==> config.mk <==
export PLATFORM = sky130hd
export DESIGN_NAME = aiu_top
export DESIGN_NICKNAME = d
export VERILOG_FILES = /design/src/hw/aiu_pkg.sv /design/src/hw/aiu_top.sv /design/src/hw/aiu_chan.sv
export SDC_FILE = /design/constraint.sdc
export NUM_CORES = 1
export LEC_CHECK = 0
export BUFFER_PORTS_ARGS = -buffer_cell sky130_fd_sc_hd__clkbuf_2
export CAP_MARGIN = 20
export CORE_AREA = 5 5 171 173
export CTS_BUF_LIST = sky130_fd_sc_hd__clkbuf_8
export DETAILED_ROUTE_END_ITERATION = 10
export DIE_AREA = 0 0 176 178
export GPL_TIMING_DRIVEN = 1
export HOLD_SLACK_MARGIN = 0.03
export PLACE_DENSITY = 0.73
export SYNTH_ARGS = -nofsm -noshare
export SYNTH_HDL_FRONTEND = slang
export SYNTH_SLANG_ARGS = --single-unit
==> constraint.sdc <==
create_clock -name mclk -period 2.4 [get_ports mclk]
set_input_delay 0.12 -clock mclk [delete_from_list [all_inputs] [get_ports mclk]]
set_output_delay 0.12 -clock mclk [all_outputs]
set_load 0.01 [all_outputs]
==> src/hw/aiu_pkg.sv <==
// Constants shared by the axis interrupt unit and its channel slices
package aiu_pkg;
  // Sizes
  localparam int NCHAN   = 6;
  localparam int SRC_W   = 7;
  localparam int CAUSE_W = 8;
  localparam int ADC_W   = 12;
  localparam logic [11:0] ADC_LEVEL_MAX = 12'hFA0;
  // Register map: channel c at c * CH_STRIDE plus a word offset
  localparam logic [7:0] CH_STRIDE  = 8'h10;
  localparam logic [7:0] OFF_MASK   = 8'h00;
  localparam logic [7:0] OFF_STATUS = 8'h04;
  localparam logic [7:0] OFF_DIR    = 8'h08;
  localparam logic [7:0] OFF_LEVEL  = 8'h0C;
  localparam logic [7:0] OFF_GEN    = 8'h60;
  localparam logic [7:0] OFF_PEND   = 8'h64;
  // Reset values
  localparam logic [6:0]  RST_MASK  = 7'h00;
  localparam logic [1:0]  RST_DIR   = 2'h0;
  localparam logic [11:0] RST_LEVEL = 12'h7D0;
  localparam logic        RST_GEN   = 1'b0;
  // Source-enable mask bits
  localparam int M_LIMIT = 0;
  localparam int M_ESTOP = 1;
  localparam int M_HOME  = 2;
  localparam int M_INDEX = 3;
  localparam int M_ENC   = 4;
  localparam int M_TIMER = 5;
  localparam int M_ADC   = 6;
  // Cause status bits
  localparam int C_POSLIM = 0;
  localparam int C_NEGLIM = 1;
  localparam int C_ESTOP  = 2;
  localparam int C_HOME   = 3;
  localparam int C_INDEX  = 4;
  localparam int C_ENC    = 5;
  localparam int C_TIMER  = 6;
  localparam int C_ADC    = 7;
  // ADC compare direction codes; bit 0 rising, bit 1 falling
  localparam logic [1:0] DIR_OFF  = 2'h0;
  localparam logic [1:0] DIR_RISE = 2'h1;
  localparam logic [1:0] DIR_FALL = 2'h2;
  localparam logic [1:0] DIR_BOTH = 2'h3;

  // Spread the seven source enables over the eight cause bits
  function automatic logic [7:0] aiu_expand(input logic [6:0] m);
    aiu_expand = {m[M_ADC], m[M_TIMER], m[M_ENC], m[M_INDEX],
                  m[M_HOME], m[M_ESTOP], m[M_LIMIT], m[M_LIMIT]};
  endfunction : aiu_expand

  // Keep a compare level inside the ADC result scale
  function automatic logic [11:0] aiu_clamp(input logic [11:0] v);
    aiu_clamp = (v > ADC_LEVEL_MAX) ? ADC_LEVEL_MAX : v;
  endfunction : aiu_clamp
endpackage : aiu_pkg

==> src/hw/aiu_top.sv <==
// Axis interrupt unit: APB registers, six channels, one interrupt line
//
// Register access over APB and the address map are this design's own decisions.
`timescale 1ns/1ps
module aiu_top #(
  parameter int NCHAN = 6,
  parameter int ADC_W = 12
) (
  input  wire logic                   mclk,
  input  wire logic                   sys_rst,
  input  wire logic [7:0]             paddr,
  input  wire logic                   psel,
  input  wire logic                   penable,
  input  wire logic                   pwrite,
  input  wire logic [31:0]            pwdata,
  output logic      [31:0]            prdata,
  output logic                        pready,
  output logic                        pslverr,
  output logic                        irq,
  input  wire logic [NCHAN-1:0]       pos_lim,
  input  wire logic [NCHAN-1:0]       neg_lim,
  input  wire logic [NCHAN-1:0]       estop,
  input  wire logic [NCHAN-1:0]       home,
  input  wire logic [NCHAN-1:0]       index_evt,
  input  wire logic [NCHAN-1:0]       enc_cmp_evt,
  input  wire logic [NCHAN-1:0]       timer_evt,
  input  wire logic [NCHAN-1:0]       adc_valid,
  input  wire logic [NCHAN*ADC_W-1:0] adc_result
);
  logic [6:0]       mask_reg  [NCHAN];
  logic [1:0]       dir_reg   [NCHAN];
  logic [ADC_W-1:0] level_reg [NCHAN];
  logic             gen_reg;
  logic [31:0]      prdata_reg;
  logic             pready_reg;
  logic             pslverr_reg;
  logic             irq_reg;
  logic [7:0]       status_w  [NCHAN];
  logic [NCHAN-1:0] chan_pend;

  // Address decode; channel index lives in paddr[6:4]
  wire [2:0] ch_idx  = paddr[6:4];
  wire [7:0] wd_off  = paddr & 8'h0F;
  wire       ch_hit  = !paddr[7] && (ch_idx < 3'(NCHAN))
                       && (paddr[1:0] == 2'h0);
  wire       gen_hit = paddr == aiu_pkg::OFF_GEN;
  wire       pnd_hit = paddr == aiu_pkg::OFF_PEND;
  wire       hit     = ch_hit | gen_hit | pnd_hit;
  wire       is_mask = ch_hit && wd_off == aiu_pkg::OFF_MASK;
  wire       is_stat = ch_hit && wd_off == aiu_pkg::OFF_STATUS;
  wire       is_dir  = ch_hit && wd_off == aiu_pkg::OFF_DIR;
  wire       is_lvl  = ch_hit && wd_off == aiu_pkg::OFF_LEVEL;

  // Bus phases; the slave answers in the first access cycle
  wire setup = psel && !penable;
  wire done  = psel && penable && pready_reg;
  wire wr_ok = done && pwrite && hit;
  wire rd_st = done && !pwrite && is_stat;
  wire w1c   = done && pwrite && is_stat;

  // Read data selection
  wire [31:0] ch_word =
      is_mask ? {25'h0, mask_reg[ch_idx]} :
      is_stat ? {24'h0, status_w[ch_idx]} :
      is_dir  ? {30'h0, dir_reg[ch_idx]}  :
      is_lvl  ? {{(32-ADC_W){1'b0}}, level_reg[ch_idx]} : 32'h0;
  wire [31:0] rd_mux =
      ch_hit  ? ch_word :
      gen_hit ? {31'h0, gen_reg} :
      pnd_hit ? {{(32-NCHAN){1'b0}}, chan_pend} : 32'h0;

  // Bus answer flops; read data is caught in the setup cycle
  always_ff @(posedge mclk) begin
    if (sys_rst) begin
      pready_reg  <= 1'b0;
      pslverr_reg <= 1'b0;
      prdata_reg  <= 32'h0;
    end else begin
      pready_reg  <= setup;
      pslverr_reg <= setup && !hit;
      if (setup && !pwrite) begin
        prdata_reg <= rd_mux;
      end
    end
  end

  // Global enable register
  always_ff @(posedge mclk) begin
    if (sys_rst) begin
      gen_reg <= aiu_pkg::RST_GEN;
    end else if (wr_ok && gen_hit) begin
      gen_reg <= pwdata[0];
    end
  end

  // Interrupt line, gated by the global enable
  always_ff @(posedge mclk) begin
    if (sys_rst) begin
      irq_reg <= 1'b0;
    end else begin
      irq_reg <= gen_reg && (|chan_pend);
    end
  end

  // Per-channel configuration and cause logic
  for (genvar c = 0; c < NCHAN; c++) begin : g_ch
    wire sel = ch_idx == 3'(c);
    // Read clear drops only the bits that were returned to software,
    // so a cause arriving after the setup cycle is not lost
    wire [7:0] clr = (rd_st && sel) ? prdata_reg[7:0] :
                     (w1c && sel)   ? pwdata[7:0] : 8'h00;

    always_ff @(posedge mclk) begin
      if (sys_rst) begin
        mask_reg[c]  <= aiu_pkg::RST_MASK;
        dir_reg[c]   <= aiu_pkg::RST_DIR;
        level_reg[c] <= aiu_pkg::RST_LEVEL;
      end else if (wr_ok && sel) begin
        if (is_mask) mask_reg[c] <= pwdata[6:0];
        if (is_dir)  dir_reg[c]  <= pwdata[1:0];
        if (is_lvl)  level_reg[c] <= aiu_pkg::aiu_clamp(pwdata[11:0]);
      end
    end

    // Channel slice; its causes clear only through clr
    aiu_chan #(.ADC_W(ADC_W)) u_chan (
      .mclk                  (mclk),
      .sys_rst               (sys_rst),
      .pos_lim               (pos_lim[c]),
      .neg_lim               (neg_lim[c]),
      .estop                 (estop[c]),
      .home                  (home[c]),
      .index_evt             (index_evt[c]),
      .enc_cmp_evt           (enc_cmp_evt[c]),
      .timer_evt             (timer_evt[c]),
      .adc_valid             (adc_valid[c]),
      .adc_result            (adc_result[c*ADC_W +: ADC_W]),
      .source_enable_mask    (mask_reg[c]),
      .adc_compare_direction (dir_reg[c]),
      .adc_level             (level_reg[c]),
      .cause_clear           (clr),
      .cause_status_word     (status_w[c]),
      .pending               (chan_pend[c])
    );
  end

  assign prdata  = prdata_reg;
  assign pready  = pready_reg;
  assign pslverr = pslverr_reg;
  assign irq     = irq_reg;
endmodule : aiu_top

==> src/hw/aiu_chan.sv <==
// One channel: source edge detection, ADC crossing and cause status
`timescale 1ns/1ps
module aiu_chan #(
  parameter int ADC_W = 12
) (
  input  wire logic             mclk,
  input  wire logic             sys_rst,
  input  wire logic             pos_lim,
  input  wire logic             neg_lim,
  input  wire logic             estop,
  input  wire logic             home,
  input  wire logic             index_evt,
  input  wire logic             enc_cmp_evt,
  input  wire logic             timer_evt,
  input  wire logic             adc_valid,
  input  wire logic [ADC_W-1:0] adc_result,
  input  wire logic [6:0]       source_enable_mask,
  input  wire logic [1:0]       adc_compare_direction,
  input  wire logic [ADC_W-1:0] adc_level,
  input  wire logic [7:0]       cause_clear,
  output logic      [7:0]       cause_status_word,
  output logic                  pending
);
  logic [3:0] sw_reg;
  logic       above_reg;
  logic       seen_reg;
  logic [7:0] status_reg;

  // Switch levels become events on their active edge only
  wire [3:0] sw_now  = {home, estop, neg_lim, pos_lim};
  wire [3:0] sw_rise = sw_now & ~sw_reg;
  // First sample only primes the comparator, so no false crossing
  wire now_above = adc_result >= adc_level;
  wire adc_rise  = adc_valid & seen_reg & ~above_reg & now_above;
  wire adc_fall  = adc_valid & seen_reg & above_reg & ~now_above;
  wire adc_evt   = (adc_rise & adc_compare_direction[0]) |
                   (adc_fall & adc_compare_direction[1]);
  wire [7:0] evt = {adc_evt, timer_evt, enc_cmp_evt, index_evt,
                    sw_rise[3], sw_rise[2], sw_rise[1], sw_rise[0]};
  wire [7:0] en8 = aiu_pkg::aiu_expand(source_enable_mask);
  // Set wins over clear so an event in the clear cycle survives
  wire [7:0] status_next = (status_reg & ~cause_clear)
                         | (evt & en8);

  // Edge history and cause storage
  always_ff @(posedge mclk) begin
    if (sys_rst) begin
      sw_reg     <= 4'h0;
      above_reg  <= 1'b0;
      seen_reg   <= 1'b0;
      status_reg <= 8'h00;
    end else begin
      sw_reg     <= sw_now;
      status_reg <= status_next;
      if (adc_valid) begin
        above_reg <= now_above;
        seen_reg  <= 1'b1;
      end
    end
  end

  assign cause_status_word = status_reg;
  assign pending = |(status_reg & en8);
endmodule : aiu_chan

==> impl_metrics.ini, run 1 <==
[finish]
largest_reg_flops = 72
syn_to_final_growth_pct = 21.0
final_nets = 1683
drive_gt1_share_pct = 19.9
multiInputGateArea_um2 = 5830
final.fill_count = 2417
final-seq-area_um2 = 5790
design_area_um2 = 14800

[power_and_ir_drop]
irDropWorstVdd_uv = 274
p_leak_uw = 0.00620
power_density_nw_per_um2 = 582

[clock_network]
clock_latency_ns = 0.53
cts_root_buf = clkbuf_8
tritoncts.num_buffers = 37
cts_tree = built
cts_sinks = 226
clock_path_buffers = 3
cts_setup_buffers = 0
clk_pin_slew_ns = 0.06
htreeDepth = 2

[yosys]
syn_area_um2 = 12200
ys_seq_area_share_pct = 47.4
async_reset_ff_share_pct = 0
ys_warn_count = 0
synth_edf_count = 126
synth.top_cell.area_share_pct = 31.0
synth_cell_type_count = 61
synth_cells = 1197
synth_most_common_cell = nor2_1
syn_avg_cell_area_um2 = 10.2
synth_flop_cell = edfxtp_1
synth_top_cells_by_count = nor2_1 (132), edfxtp_1 (126), dfxtp_1 (100)
synth-seq-cells = 226
synth_area_leaders = edfxtp_1 (31%), dfxtp_1 (16%), ha_1 (7.4%)
synth_top_area_cell = edfxtp_1

[routing]
antenna_left = 0
vias_per_cell = 5.70
drc = 0
drt-total-wl_mm = 37.0
drt_iter0_markers = 1165
route.vias.total = 10400
drtPass1Iterations = 5
wl_per_cell_um = 20.3

[setup_path]
crit_family = compound AO/OA/AOI/OAI gates
cp-start-kind = flip-flop
cp.arrival_ns = 2.61
slowest_delay_ns = 0.44
crit_chain = inv_1 > ha_1 > a211oi_1 > o21ai_0 > a211oi_1 > o21ai_0 > a211o_1
crit_required_ns = 2.81
cp-end-kind = flip-flop
cp_max_fo = 3
path_buf_inv = 1
critical_path_class = reg2reg
crit_slowest_cell = edfxtp_1

[timing]
max_freq_ghz = 0.454
finalClockSkew_ns = 0.0175
timing.slew.headroom_pct = 48.4
setup_viol = 0
rsz0062_at_grt = no
fin_crit_ns = 2.20
finalSetupTns_ns = 0
maxSlewViolCount = 0
hold_slack_ns = 0.0747
min_period_over_period_pct = 91.8
hold_violations = 0
worst_pin_slew_ns = 0.774

[die]
dieArea_um2 = 31300
die_w_um = 176
rows = 61
die_h_um = 178
io_pins = 200
initial_core_util_pct = 44.4
core_area_um2 = 27500

[job]
cap_viol_max_count = 0

[global_routing]
grt_max_degree = 46
grt_pass1_wl_mm = 56.4
antenna_found_initial = 1
grt_overflow = 0
grt_use_total_pct = 23.2
grt_pass1_vias = 10100

[status]
outcome = complete, no violations

[place]
hpwl_mm = 28.8
io_buffers = 159
gp_congestion = 0.916
dpl_cell_area_um2 = 13500

[min_path]
hold_class = in2reg
==> where the power goes <==
part           switching, uW  internal [uW]
clock                   1530           1790
combinational            547            435
sequential              85.3           4200
total                   2160           6430
==> final cells by class <==
| class | instances | area share (%) |
|---|---|---|
| sequential | 226 | 39.2 |
| multi-input combinational | 847 | 39.5 |
| inverter | 75 | 1.91 |
| antenna | 1 | 0.0169 |
| clock inverter | 27 | 1.14 |
| timing repair buffer | 259 | 11.5 |
| tap | 346 | 2.93 |
| clock buffer | 41 | 3.82 |
==> cell usage in the layout, fill, tap and decap left out, drive strengths merged, types with 21 or more instances in the layout <==
| cell type | count |
|---|---|
| dfxtp | 100 |
| a21o | 21 |
| buf | 48 |
| and2 | 43 |
| mux4 | 27 |
| inv | 94 |
| ha | 72 |
| mux2i | 35 |
| o21ai | 82 |
| a21oi | 72 |
| edfxtp | 126 |
| nor2b | 33 |
| clkbuf | 198 |
| nor2 | 134 |
| nand3b | 28 |
| nand2 | 73 |
| or3 | 27 |
| dlygate4sd3 | 54 |
==> worst reg2reg max path: stages (launching register included) <==
cell      delay, ns
edfxtp_1       0.44
inv_1          0.10
ha_1           0.24
a211oi_1       0.23
o21ai_0        0.11
a211oi_1       0.41
o21ai_0        0.25
a211o_1        0.30
==> routing by layer <==
layer | up-vias | track usage (%) | share of wire [%]
li1 | 4826 | - | -
met1 | 4843 | 31.4 | 40
met2 | 626 | 36.8 | 45
met3 | 98 | 4.75 | 10
met4 | 0 | 9.71 | 4.3
met5 | - | 0 | 0
==> cells by family (layout without fill, tap and decap cells) <==
logic type      count (synthesis)  count (layout)  synth area share [%]
compound gates                262             262                  13.4
fa+ha+maj                      72              72                  7.38
buf+inv                       143             402                  5.43
flops                         226             226                  47.4
mux                            64              64                  8.04
other cells                     1              21                0.0307
simple gates                  429             429                  18.3
==> final timing paths <==
kind,end,slack (ns),cells after the start,startpoint
worst min-delay path,level_reg[4][7],0.07,2,pwdata[7]
worst max register to register,g_ch[1].u_chan.cause_status_word[7],0.20,7,level_reg[1][2]
worst max-delay path,g_ch[1].u_chan.cause_status_word[7],0.20,7,level_reg[1][2]
worst min register to register,g_ch[3].u_chan.seen_reg,0.47,2,g_ch[3].u_chan.seen_reg
==> per-stage QoR <==
stage | worst slack [ns] | instances | util (%) | power [uW]
floorplan | 0.109 | 1216 | - | 4870
finish | 0.197 | 1822 | 53.7 | 8590
CTS | 0.211 | 1821 | 53.7 | 8610
detailed placement | 0.127 | 1699 | 49.1 | 5260
global placement | 0.187 | 1699 | 49.1 | 5230
global route | 0.0243 | 1822 | 53.7 | 8920
==> what timing repair did <==
action | in CTS | in global routing
hold endpoints to repair | 100 | 0
hold buffers | 54 | 0
gates resized for setup | 0 | 0
(Power assumes the default switching activity.)
==> run 2: changes to the inputs <==
--- a/config.mk
+++ b/config.mk
@@ -11,7 +11,7 @@
 export CTS_BUF_LIST = sky130_fd_sc_hd__clkbuf_8
 export DETAILED_ROUTE_END_ITERATION = 10
 export DIE_AREA = 0 0 176 178
-export GPL_TIMING_DRIVEN = 1
+export GPL_TIMING_DRIVEN = 0
 export HOLD_SLACK_MARGIN = 0.03
 export PLACE_DENSITY = 0.73
 export SYNTH_ARGS = -nofsm -noshare
==> impl_metrics.ini, run 2 (synthesized netlist as in run 1, its figures left out) <==
[finish]
final_cell_mix = clkbuf_2 (156), nor2_1 (132), edfxtp_1 (126), dfxtp_1 (100), inv_1 (96)
multiInputGateArea_um2 = 5890
final_nets = 1703
final-seq-area_um2 = 5790
final.fill_count = 2451
largest_reg_flops = 72
syn_to_final_growth_pct = 21.3
final_common_cell = clkbuf_2
design_area_um2 = 14800
drive_gt1_share_pct = 19.1

[timing]
min_period_over_period_pct = 94.8
fin_ws_ns = 0.124
setup_viol = 0
rsz0062_at_grt = no
timing.slew.headroom_pct = 38.8
max_freq_ghz = 0.439
worst_pin_slew_ns = 0.918
maxSlewViolCount = 0
hold_violations = 0
hold_slack_ns = 0.0758
fin_crit_ns = 2.28
finalClockSkew_ns = 0.0416

[setup_path]
cp.arrival_ns = 2.43
cp-end-kind = flip-flop
critical_path_class = reg2reg
reg2reg_slack_ns = 0.12
crit_required_ns = 2.55
cp-start-kind = flip-flop
cp_max_fo = 12

[place]
gp_congestion = 0.980
io_buffers = 156
hpwl_mm = 31.0
dpl_cell_area_um2 = 13500
dpl_worst_slack_ns = -0.804

[power_and_ir_drop]
p_leak_uw = 0.00619
power_density_nw_per_um2 = 574
irDropWorstVdd_uv = 330
power_uw = 8500

[die]
rows = 61
die_h_um = 178
core_area_um2 = 27500
initial_core_util_pct = 44.4
dieArea_um2 = 31300
io_pins = 200
die_w_um = 176

[clock_network]
cts_root_buf = clkbuf_8
clk_pin_slew_ns = 0.07
cts_sinks = 226
htreeDepth = 2
clock_path_buffers = 3
tritoncts.num_buffers = 38
cts_tree = built
clock_latency_ns = 0.56

[job]
cap_viol_max_count = 0

[status]
outcome = complete, no violations

[global_routing]
grt_pass1_wl_mm = 60.1
grt_use_total_pct = 25.1
antenna_found_initial = 4
grt_pass1_vias = 10600
grt_overflow = 0
grt_max_degree = 13

[routing]
drtPass1Iterations = 6
wl_per_cell_um = 21.7
drt-total-wl_mm = 40.0
antenna_left = 0
drt_iter0_markers = 1009
drc = 0
route.vias.total = 10700
vias_per_cell = 5.80

[min_path]
hold_class = in2reg
## run 2: final timing paths
| kind | from | endpoint | depth (start not counted) |
|---|---|---|---|
| min | pwdata[7] | level_reg[0][7] | 2 |
| min reg2reg | g_ch[3].u_chan.seen_reg | g_ch[3].u_chan.seen_reg | 2 |
| max reg2reg | pready | level_reg[4][1] | 5 |
| max | pready | level_reg[4][1] | 5 |
## run 2: layer usage
metal	up-vias	track usage (%)	part of all wire (%)
met5	-	0	0.097
met1	5056	33.0	40
met4	6	11.7	5.0
li1	4868	-	-
met3	127	5.32	10
met2	635	40.0	45
## run 2: final cells by class
type | instances | area share [%]
clock buffers | 42 | 3.91
repair buffers | 211 | 8.96
well taps | 346 | 2.93
multi-input cells | 847 | 39.8
flip-flops and latches | 226 | 39.1
plain buffers | 67 | 2.54
diodes | 2 | 0.0338
clock inverters | 28 | 0.812
inverters | 75 | 1.90
## run 2: where the power goes
part           total [uW]  internal, uW  leakage (uW)  switching [uW]
clock                3190          1620      0.000435            1570
sequential           4290          4200       0.00209            87.2
combinational        1020           439       0.00367             581
## run 2: timing repair
item / 4_1_cts / 5_1_grt
endpoints found under the hold margin: 98 / 0
hold buffers: 53 / 0
setup buffers: 0 / 2
setup endpoints to repair: 52 / 48
pin swaps: 0 / 2
resized for setup: 6 / 6
## run 2: critical path, cell delays in order, from the launching register on
cell	delay, ns
dfxtp_1	0.35
nand4_1	0.27
and2b_1	0.38
nand2b_1	0.07
clkbuf_1	0.22
o21bai_2	0.61
## run 2: metrics by stage
stage                     util (%)  TNS (ns)  cells
after global routing          53.8         0   1843
after global placement        49.1    -67.72   1718
after detailed placement      49.1    -72.27   1718
after floorplan                  -         0   1216
final                         53.9         0   1844
after CTS                     53.7         0   1841
